**src/dmba_defines.svh**
```systemverilog
// What this block does
// - two data banks; 00-7F shared special area, 80-FF private general RAM
// - control register at 40 reachable only with bank 1 selected
// - space starts at 00; unused special locations read 00
// - indirect ports store nothing; they act on their pointer's location
// - first port/pointer pair reaches bank 0 only; second follows bank select
// - port addressed through a pointer reads 00, write does nothing
// - both memory pointers are real read/write registers
// - direct addresses always reach bank 0
// - bank select bit 0 picks the bank; bits 7-1 read 0
// - reset clears bank select except watchdog reset in sleep or idle
// - accumulator holds results; no direct register-to-register move
// - program counter low write jumps within current page
// - program counter low write inserts one dummy cycle
// - two writable table pointers address program memory
// - table read: high byte to table high register, low byte to target
// - single bits of data memory can be set or cleared
// - some special registers are read-only and ignore writes
// - table high register is read-only
// - table instructions take two instruction cycles
`ifndef DMBA_DEFINES_SVH
`define DMBA_DEFINES_SVH
`define DMBA_ADDR_PORT_A    8'h00
`define DMBA_ADDR_PTR_A     8'h01
`define DMBA_ADDR_PORT_B    8'h02
`define DMBA_ADDR_PTR_B     8'h03
`define DMBA_ADDR_BANK_SEL  8'h04
`define DMBA_ADDR_ACC       8'h05
`define DMBA_ADDR_PC_LOW    8'h06
`define DMBA_ADDR_TBL_LOW   8'h07
`define DMBA_ADDR_TBL_DATA  8'h08
`define DMBA_ADDR_TBL_HIGH  8'h09
`define DMBA_ADDR_EEPROM_CTL 8'h40
`define DMBA_GP_BIT         7
`define DMBA_BANK_BIT       0
`define DMBA_RST_BYTE       8'h00
`define DMBA_RST_BANK       1'b0
`endif

```
**src/dmba_pkg.sv**
```systemverilog
package dmba_pkg;
  typedef struct packed {
    logic       rd;
    logic       wr;
    logic       tab_rd;
    logic [7:0] addr;
    logic [7:0] wdata;
    logic       bit_en;
    logic [2:0] bit_sel;
    logic       bit_val;
  } dmba_req_t;

  typedef struct packed {
    logic [7:0] rdata;
    logic       done;
    logic       busy;
  } dmba_rsp_t;

  typedef struct packed {
    logic       none;
    logic       bank;
    logic [7:0] addr;
  } dmba_tgt_t;

  typedef enum logic [1:0] {
    ST_IDLE,
    ST_JUMP,
    ST_TABLE
  } dmba_state_e_t;

  typedef struct packed {
    dmba_state_e_t st;
    logic [7:0]    mp_a;
    logic [7:0]    mp_b;
    logic [7:0]    acc;
    logic [7:0]    tbl_low;
    logic [7:0]    tbl_high;
    logic [7:0]    tbl_data_hi;
    logic [7:0]    pc_low;
    logic          bank;
    logic          pc_jump;
    logic          prog_rd;
    logic          ee_wr;
    logic [7:0]    ee_wdata;
    dmba_tgt_t     tab_tgt;
    dmba_rsp_t     rsp;
  } dmba_state_t;
endpackage

```
**src/dmba_core.sv**
```systemverilog
`timescale 1ns/1ns
`include "dmba_defines.svh"
module dmba_core #(
  parameter int PROG_AW = 13
) (
  input  wire logic                sys_clk_i,
  input  wire logic                rst_n_i,
  input  wire logic                sys_reset_i,
  input  wire logic                wdt_lowpower_i,
  input  wire dmba_pkg::dmba_req_t cpu_req_i,
  output dmba_pkg::dmba_rsp_t      cpu_rsp_o,
  input  wire logic                acc_load_i,
  input  wire logic [7:0]          alu_result_i,
  input  wire logic [7:0]          pc_low_i,
  input  wire logic [15:0]         prog_data_i,
  input  wire logic [7:0]          eeprom_ctl_rdata_i,
  output logic                     pc_jump_o,
  output logic [7:0]               pc_low_o,
  output logic                     prog_rd_o,
  output logic [PROG_AW-1:0]       prog_addr_o,
  output logic [7:0]               accumulator_o,
  output logic                     bank_select_bit_o,
  output logic                     eeprom_ctl_wr_o,
  output logic [7:0]               eeprom_ctl_wdata_o
);

  if (PROG_AW < 9 || PROG_AW > 16) begin : g_bad_aw
    $error("PROG_AW must lie in 9..16");
  end

  dmba_pkg::dmba_state_t state_reg;
  dmba_pkg::dmba_state_t state_next;
  logic [7:0]            ram [0:255];
  logic                  ram_we;
  logic [7:0]            ram_idx;
  logic [7:0]            ram_wd;

  // port address -> real target
  function automatic dmba_pkg::dmba_tgt_t resolve(input logic [7:0] a, input logic [7:0] pa,
                                                  input logic [7:0] pb, input logic bk);
    dmba_pkg::dmba_tgt_t t;
    t.none = 1'b0;
    t.bank = 1'b0;
    t.addr = a;
    if (a == `DMBA_ADDR_PORT_A) begin
      t.addr = pa;
    end else if (a == `DMBA_ADDR_PORT_B) begin
      t.addr = pb;
      t.bank = bk;
    end
    if ((a == `DMBA_ADDR_PORT_A || a == `DMBA_ADDR_PORT_B) &&
        (t.addr == `DMBA_ADDR_PORT_A || t.addr == `DMBA_ADDR_PORT_B)) begin
      t.none = 1'b1;
    end
    return t;
  endfunction

  function automatic logic is_port(input logic [7:0] a);
    return a == `DMBA_ADDR_PORT_A || a == `DMBA_ADDR_PORT_B;
  endfunction

  dmba_pkg::dmba_tgt_t tgt;
  dmba_pkg::dmba_tgt_t wr_tgt;
  logic [7:0]          cur;
  logic [7:0]          mask;
  logic [7:0]          wval;
  logic                wr_en;

  always_comb begin
    state_next = state_reg;
    state_next.pc_jump = 1'b0;
    state_next.prog_rd = 1'b0;
    state_next.ee_wr = 1'b0;
    state_next.rsp.done = 1'b0;
    ram_we = 1'b0;
    ram_idx = `DMBA_RST_BYTE;
    ram_wd = `DMBA_RST_BYTE;
    wr_en = 1'b0;
    tgt = resolve(cpu_req_i.addr, state_reg.mp_a, state_reg.mp_b, state_reg.bank);
    wr_tgt = tgt;
    cur = `DMBA_RST_BYTE;
    if (!tgt.none) begin
      if (tgt.addr[`DMBA_GP_BIT]) begin
        cur = ram[{tgt.bank, tgt.addr[6:0]}];
      end else begin
        case (tgt.addr)
          `DMBA_ADDR_PTR_A:    cur = state_reg.mp_a;
          `DMBA_ADDR_PTR_B:    cur = state_reg.mp_b;
          `DMBA_ADDR_BANK_SEL: cur = {7'h00, state_reg.bank};
          `DMBA_ADDR_ACC:      cur = state_reg.acc;
          `DMBA_ADDR_PC_LOW:   cur = pc_low_i;
          `DMBA_ADDR_TBL_LOW:  cur = state_reg.tbl_low;
          `DMBA_ADDR_TBL_HIGH: cur = state_reg.tbl_high;
          `DMBA_ADDR_TBL_DATA: cur = state_reg.tbl_data_hi;
          `DMBA_ADDR_EEPROM_CTL: cur = tgt.bank ? eeprom_ctl_rdata_i : `DMBA_RST_BYTE;
          default:             cur = `DMBA_RST_BYTE;
        endcase
      end
    end
    mask = 8'h01 << cpu_req_i.bit_sel;
    wval = cpu_req_i.wdata;
    if (cpu_req_i.bit_en) begin
      wval = cpu_req_i.bit_val ? (cur | mask) : (cur & ~mask);
    end

    case (state_reg.st)
      dmba_pkg::ST_IDLE: begin
        if (cpu_req_i.tab_rd) begin
          state_next.st = dmba_pkg::ST_TABLE;
          state_next.rsp.busy = 1'b1;
          state_next.prog_rd = 1'b1;
          state_next.tab_tgt = tgt;
        end else if (cpu_req_i.rd || cpu_req_i.wr) begin
          state_next.rsp.rdata = cur;
          wr_en = cpu_req_i.wr;
          if (cpu_req_i.wr && !tgt.none && tgt.addr == `DMBA_ADDR_PC_LOW) begin
            state_next.st = dmba_pkg::ST_JUMP;
            state_next.rsp.busy = 1'b1;
            state_next.pc_jump = 1'b1;
            state_next.pc_low = wval;
          end else begin
            state_next.rsp.done = 1'b1;
          end
        end
      end
      dmba_pkg::ST_JUMP: begin
        state_next.st = dmba_pkg::ST_IDLE;
        state_next.rsp.busy = 1'b0;
        state_next.rsp.done = 1'b1;
      end
      dmba_pkg::ST_TABLE: begin
        wr_en = 1'b1;
        wr_tgt = state_reg.tab_tgt;
        wval = prog_data_i[7:0];
        state_next.tbl_data_hi = prog_data_i[15:8];
        state_next.st = dmba_pkg::ST_IDLE;
        state_next.rsp.busy = 1'b0;
        state_next.rsp.done = 1'b1;
      end
      default: begin
        state_next.st = dmba_pkg::ST_IDLE;
        state_next.rsp.busy = 1'b0;
      end
    endcase

    if (wr_en && !wr_tgt.none) begin
      if (wr_tgt.addr[`DMBA_GP_BIT]) begin
        ram_we = 1'b1;
        ram_idx = {wr_tgt.bank, wr_tgt.addr[6:0]};
        ram_wd = wval;
      end else begin
        case (wr_tgt.addr)
          `DMBA_ADDR_PTR_A:    state_next.mp_a = wval;
          `DMBA_ADDR_PTR_B:    state_next.mp_b = wval;
          `DMBA_ADDR_BANK_SEL: state_next.bank = wval[`DMBA_BANK_BIT];
          `DMBA_ADDR_ACC:      state_next.acc = wval;
          `DMBA_ADDR_TBL_LOW:  state_next.tbl_low = wval;
          `DMBA_ADDR_TBL_HIGH: state_next.tbl_high = wval;
          `DMBA_ADDR_EEPROM_CTL: begin
            state_next.ee_wr = wr_tgt.bank;
            state_next.ee_wdata = wr_tgt.bank ? wval : state_reg.ee_wdata;
          end
          default: ; // table data, program counter low and unused: no store
        endcase
      end
    end

    if (acc_load_i) begin
      state_next.acc = alu_result_i;
    end

    if (sys_reset_i) begin
      state_next = '0;
      state_next.bank = wdt_lowpower_i ? state_reg.bank : `DMBA_RST_BANK;
      ram_we = 1'b0;
    end
  end

  always_ff @(posedge sys_clk_i or negedge rst_n_i) begin
    if (!rst_n_i) begin
      state_reg <= '0;
    end else begin
      state_reg <= state_next;
    end
  end

  always_ff @(posedge sys_clk_i) begin
    if (ram_we) begin
      ram[ram_idx] <= ram_wd;
    end
  end

  assign cpu_rsp_o = state_reg.rsp;
  assign pc_jump_o = state_reg.pc_jump;
  assign pc_low_o = state_reg.pc_low;
  assign prog_rd_o = state_reg.prog_rd;
  assign prog_addr_o = PROG_AW'({state_reg.tbl_high, state_reg.tbl_low});
  assign accumulator_o = state_reg.acc;
  assign bank_select_bit_o = state_reg.bank;
  assign eeprom_ctl_wr_o = state_reg.ee_wr;
  assign eeprom_ctl_wdata_o = state_reg.ee_wdata;

  // assertions
  logic idle_req;
  assign idle_req = state_reg.st == dmba_pkg::ST_IDLE && !sys_reset_i && !cpu_req_i.tab_rd;

  logic plain_wr;
  assign plain_wr = idle_req && cpu_req_i.wr && !cpu_req_i.bit_en && !tgt.none;
endmodule

```
**config.mk**
```make
export PLATFORM = sky130hd
export DESIGN_NAME = dmba_core
export DESIGN_NICKNAME = d
export VERILOG_FILES = /design/src/dmba_pkg.sv /design/src/dmba_core.sv
export VERILOG_INCLUDE_DIRS = /design/src
export SDC_FILE = /design/constraint.sdc
export NUM_CORES = 2
export LEC_CHECK = 0
export ABC_AREA = 1
export BUFFER_PORTS_ARGS = -buffer_cell sky130_fd_sc_hd__buf_2
export CORE_ASPECT_RATIO = 1.2
export CORE_MARGIN = 2
export CORE_UTILIZATION = 32
export DETAILED_ROUTE_END_ITERATION = 12
export HOLD_SLACK_MARGIN = 0.15
export PLACE_DENSITY = 0.49
export SLEW_MARGIN = 20
export SYNTH_ARGS = -nofsm -noshare
export SYNTH_HDL_FRONTEND = slang
export SYNTH_SLANG_ARGS = --single-unit
export TNS_END_PERCENT = 1
```
**constraint.sdc**
```tcl
create_clock -name sys_clk_i -period 10.79 [get_ports sys_clk_i]
set_input_delay 0.5395 -clock sys_clk_i [delete_from_list [all_inputs] [get_ports sys_clk_i]]
set_output_delay 0.5395 -clock sys_clk_i [all_outputs]
set_load 0.02 [all_outputs]
```
* Word-level counts from Yosys, hierarchy flattened
Memory sizes are Yosys's and may differ from the RTL's. Cells that the tools add are included.
Operators by class: eq/ne operators 26, shift operators 1, muxes and demuxes 64, bitwise gates (word level) 3, reduce and logical (&&, ||, !) cells 39
Operators by type and width (number):
- 2-to-1 mux 8 bit | 23
- 2-to-1 mux 90 bit | 1
- 2-to-1 mux 40 bit | 2
- one-hot mux 8 bit (9 select lines) | 1
- == test 8 x 3 -> 1 bit, second input constant | 7
- 2-to-1 mux 9 bit | 5
- == test 8 x 2 -> 1 bit, second input constant | 4
- 2-to-1 mux 10 bit | 3
- nonzero test 2 bit | 13
- == test 8 x 4 -> 1 bit, second input constant | 3
- 2-to-1 mux 1 bit | 21
- 2-to-1 mux 18 bit | 1
- AND reduction 3 bit | 6
- == test 8 x 1 -> 1 bit, second input constant | 2
- == test 8 x 7 -> 1 bit, second input constant | 2
- zero test 8 bit | 2
- AND reduction 4 bit | 3
- 2-to-1 mux 2 bit | 5
- bitwise AND 8 bit | 1
- != test 4 bit, second input constant | 2
- NOT 8 bit | 1
- OR 8 bit | 1
- left shift 1 x 3 -> 8 bit, first input constant | 1
- != test 2 bit, second input constant | 3
- other kinds (11) | 20
Word-level totals: bits in registers 90, RAM bits 2048, bits of input ports 69, output and inout port bits 51, logic and storage cells 153, memories 1
Memory list:
- ram | depth 256, bits a word 8, rd ports 1, clocked after memory_dff 0, write ports 1, line dmba_core.sv:33 | logic [7:0] ram [0:255];

* Depth between registers and ports, before layout
depth after elaboration 17, depth in mapped cells 28, mapped depth without buffers 25

* Worst setup path after synthesis
OpenSTA, ideal clock, no wires.
path type input to register, start point in cpu_req_i[20] in the netlist's numbering, end point mem ram[0][7] (data pin), setup time 1.578 ns, data arrival time 9.376 ns, required time 9.212 ns, setup slack -0.164 ns, stages on the path 24, path buffers 3, cells stage by stage inv_1 > nand2_1 > nor2_2 > nand2_4 > o21ai_2 > nand2_2 > buf_6 > buf_2 > clkbuf_1 > nand2_1 > nand2_1 > nand2_1 > nand2_1 > nor2_1 > nand2_1 > nand3_1 > nand3_1 > nand3_1 > nand2_1 > nand2_1 > nand3_1 > nand2_2 > nand3_2 > a21oi_1
Between the ends: word-level cells in the longest chain between the ends 14, elaborated cells between the ends (all ways) 35, those cells by class eq/ne: 11; mux: 14; bitwise: 2; reduce/logical: 7; memory: 1
RTL lines:
- from (decl) | line dmba_core.sv:10 | input wire dmba_pkg::dmba_req_t cpu_req_i,
- branches (longest 13 deep; another with memory (256 x 8 bit))
- 2-to-1 mux 8 bit (*) | line dmba_core.sv:146 | if (wr_en && !wr_tgt.none) begin
- net ram_wd[7] | line dmba_core.sv:36 | logic [7:0] ram_wd;
- to (decl) | line dmba_core.sv:33
Mark *: on every way through the listed nets, which the timed path passes.

* Worst setup path after layout
start point in cpu_req_i[19] in the netlist's numbering, end point mem ram[39][3] (data pin)
Same word-level chain as after synthesis.

==> impl_metrics.tcl <==
set metrics [dict create \
    vias_per_cell 4.83 \
    routed_wl_mm 307 \
    leakage_nw 43.2 \
    synth_area_leaders "edfxtp_1, nand2_1, inv_1" \
    fp.dieW_um 500 \
    endpoint_kind "register" \
    start_util_pct 32.1 \
    cts_root_buf "clkbuf_16" \
    final_nets 9391 \
    syn_inst 9309 \
    setup_violations 0 \
    seq_area_frac_synth_pct 67.5 \
    cts_setup_buffers 0 \
    grt_max_degree 197 \
    arrival_ns 7.69 \
    max_slew.worst_pin.slew_ns 1.14 \
    synth-main-ff-cell "edfxtp_1" \
    cts_max_level 4 \
    synthSimpleGateAreaFrac_pct 19.7 \
    dp_slack_ns 3.28 \
    fp-row-count 218 \
    hold_class "input port to register" \
    drtIter0Drc 5868 \
    timing_hold_violations_final 0 \
    cp_data_required_time_ns 11.28 \
    largest_reg_flops 2048 \
    layout.cells.most_common "nand2_1" \
    total_power_mw 17.7 \
    synth-seq-cells 2138 \
    grt_setup_unrepaired "false" \
    dp_hpwl_mm 181 \
    cts.clk_slew.worst_paths_ns 0.06 \
    synth.distinct_cells 43 \
    core_um2 294000 \
    dp.cells 12900 \
    drc 0 \
    slew_headroom_pct 24.0 \
    synth_top_area_share_pct 65.1 \
    synth_top_family_by_area "simple AND/OR/NAND/NOR gates" \
    antenna_found_initial 13 \
    yosys_warnings 0 \
    syn2layout_area_growth_pct 11.9 \
    worst-setup-path-type "input port to register" \
    cap_viol_max_count 0 \
    ctsResizeCount 0 \
    avgRoutedWirePerCell_um 23.0 \
    via_count 64400 \
    ant_nets 0 \
    cts_buffers 218 \
    grt_pass1_vias 61800 \
    yosys.area.top_type "edfxtp_1" \
    cts_tree "done" \
    synth_compound_area_share_pct 5.14 \
    die_area_um2 299000 \
    cts.path.max_buffers 4 \
    io_pins 120 \
    worstSkewPairLatency_ns 0.89 \
    synth_edf_count 2048 \
    final_cells 13300 \
    synthMuxAreaShare_pct 0 \
    timing.fmax_mhz 139 \
    nFillCells 29200 \
    slew_viol_final 0 \
    min_period_over_period_pct 66.7 \
    skew_ns 0.0688 \
    layout_common_cells "nand2_1, edfxtp_1, inv_1" \
    p_per_area_nw_per_um2 168 \
    synthAdderAreaFrac_pct 0.0398 \
    drive_gt1_share_pct 7.83 \
    gp_congestion 0.882 \
    utilization_pct 36.0 \
    setup_ws_ns 3.59 \
    gr-total-overflow 0 \
    cp-start-kind "input port" \
    period_needed_ns 7.20 \
    syn_area_um2 94400 \
    firstDrtPassIters 8 \
    clock_sinks 2138 \
    async_flop_share_pct 4.21 \
    grtUsageTotal_pct 20.1 \
    ir_drop_uv 128 \
    portBuffers 119 \
    status "completed" \
    grt_pass1_wl_mm 442 \
    cp_max_fo 187 \
    synth_xor_xnor_area_share_pct 0 \
    synth_fp_nets 9381 \
    die_y_um 599 \
    avgSynthCellArea_um2 10.1 \
]
==> metrics by stage <==
stage | hold slack (ns) | area [um2] | TNS [ns]
2_1_floorplan | 0.244 | 94400 | -281.92
3_3_place_gp | 0.405 | 98600 | 0
3_5_place_dp | 0.404 | 98600 | 0
4_1_cts | 0.150 | 106000 | 0
5_1_grt | 0.216 | 106000 | 0
6_report | 0.201 | 106000 | 0
==> cell usage after synthesis, types with 4 or more instances <==
| cell | n |
|---|---|
| nand2_1 | 3252 |
| edfxtp_1 | 2048 |
| inv_1 | 1159 |
| nor2_1 | 634 |
| o21ai_0 | 542 |
| nand3_1 | 342 |
| buf_2 | 181 |
| a21oi_1 | 174 |
| clkbuf_1 | 160 |
| o21ai_1 | 159 |
| nand3b_1 | 150 |
| buf_4 | 119 |
| dfrtp_1 | 90 |
| or2_2 | 79 |
| o211ai_1 | 29 |
| buf_1 | 27 |
| buf_6 | 20 |
| inv_2 | 20 |
| nand3_2 | 17 |
| nand2_2 | 16 |
| nor3_1 | 15 |
| nor2_2 | 12 |
| o22ai_1 | 9 |
| a221oi_1 | 8 |
| nand4_1 | 6 |
| nor2_4 | 6 |
| a22o_1 | 5 |
| nor3_2 | 4 |
==> final timing paths <==
path,start,end,slack (ns),cells past startpoint
setup / recovery,cpu_req_i[19],ram[39][3],3.59,26
hold / removal,cpu_req_i[4],pc_low_o[0],0.20,6
setup reg to reg,state_reg[80],ram[39][3],3.96,21
hold reg to reg,eeprom_ctl_wdata_o[3],eeprom_ctl_wdata_o[3],0.48,2
max in group asynchronous,rst_n_i,cpu_rsp_o[0],9.59,3
min in group asynchronous,rst_n_i,cpu_rsp_o[2],0.35,3
==> where the power goes <==
part / switching, mW / internal, mW / total [mW]
logic: 1.03 / 0.280 / 1.31
clock network: 3.23 / 4.01 / 7.24
registers: 0.0254 / 9.17 / 9.19
==> cell type report <==
type	count	area, um2	share of cell area [%]
clock buffers	289	5880	5.56
diodes	7	17.5	0.0166
repair buffers	299	2390	2.26
clock inverters	92	678	0.642
well taps	3850	4820	4.56
flip-flops and latches	2138	63800	60.3
multi-input cells	5479	23700	22.4
inverters	1183	4460	4.22
==> logic make-up (layout without fill, tap and decap cells) <==
family / count (synthesis) / in the layout
adders and majority gates: 3 / 3
AOI/OAI and AO/OA: 934 / 934
DFF: 2138 / 2138
other: 0 / 7
buffers and inverters: 1692 / 1863
and+or+nand+nor: 4542 / 4542
==> worst max-delay path, cell delays in order <==
cell and delay [ns]:
dlygate4sd3_1 0.53, buf_2 0.13, nor2_1 0.11, nand2_1 0.11, nor2_4 0.26, nand2_8 0.46
nand3_4 0.48, buf_4 0.54, buf_12 0.51, o21ai_0 0.16, nand2_1 0.09, nand2_1 0.06
nand2_1 0.05, nand2_1 0.08, nor2_1 0.12, nand2_1 0.18, nand3_1 0.30, nand3_1 0.14
nand3_1 0.26, nand2_1 0.22, nand2_1 0.14, nand3_1 0.10, nand2_2 0.09, nand3_2 0.11
a21oi_4 0.64, buf_12 0.59
==> routing by layer <==
layer  up-vias  wire length, um  GRT usage, %
met5         -               11             0
met4         2            12300          7.97
met3       464            19200          2.76
met2      2228           148000          34.1
met1     31600           127000          25.8
li1      30200                -             -
==> repair_timing <==
| action | 4_1_cts | 5_1_grt |
|---|---|---|
| hold buffers | 39 | 0 |
| setup endpoints to repair | 0 | 0 |
| endpoints found under the hold margin | 54 | 0 |
Note: power is estimated with default switching activity, not from simulation.
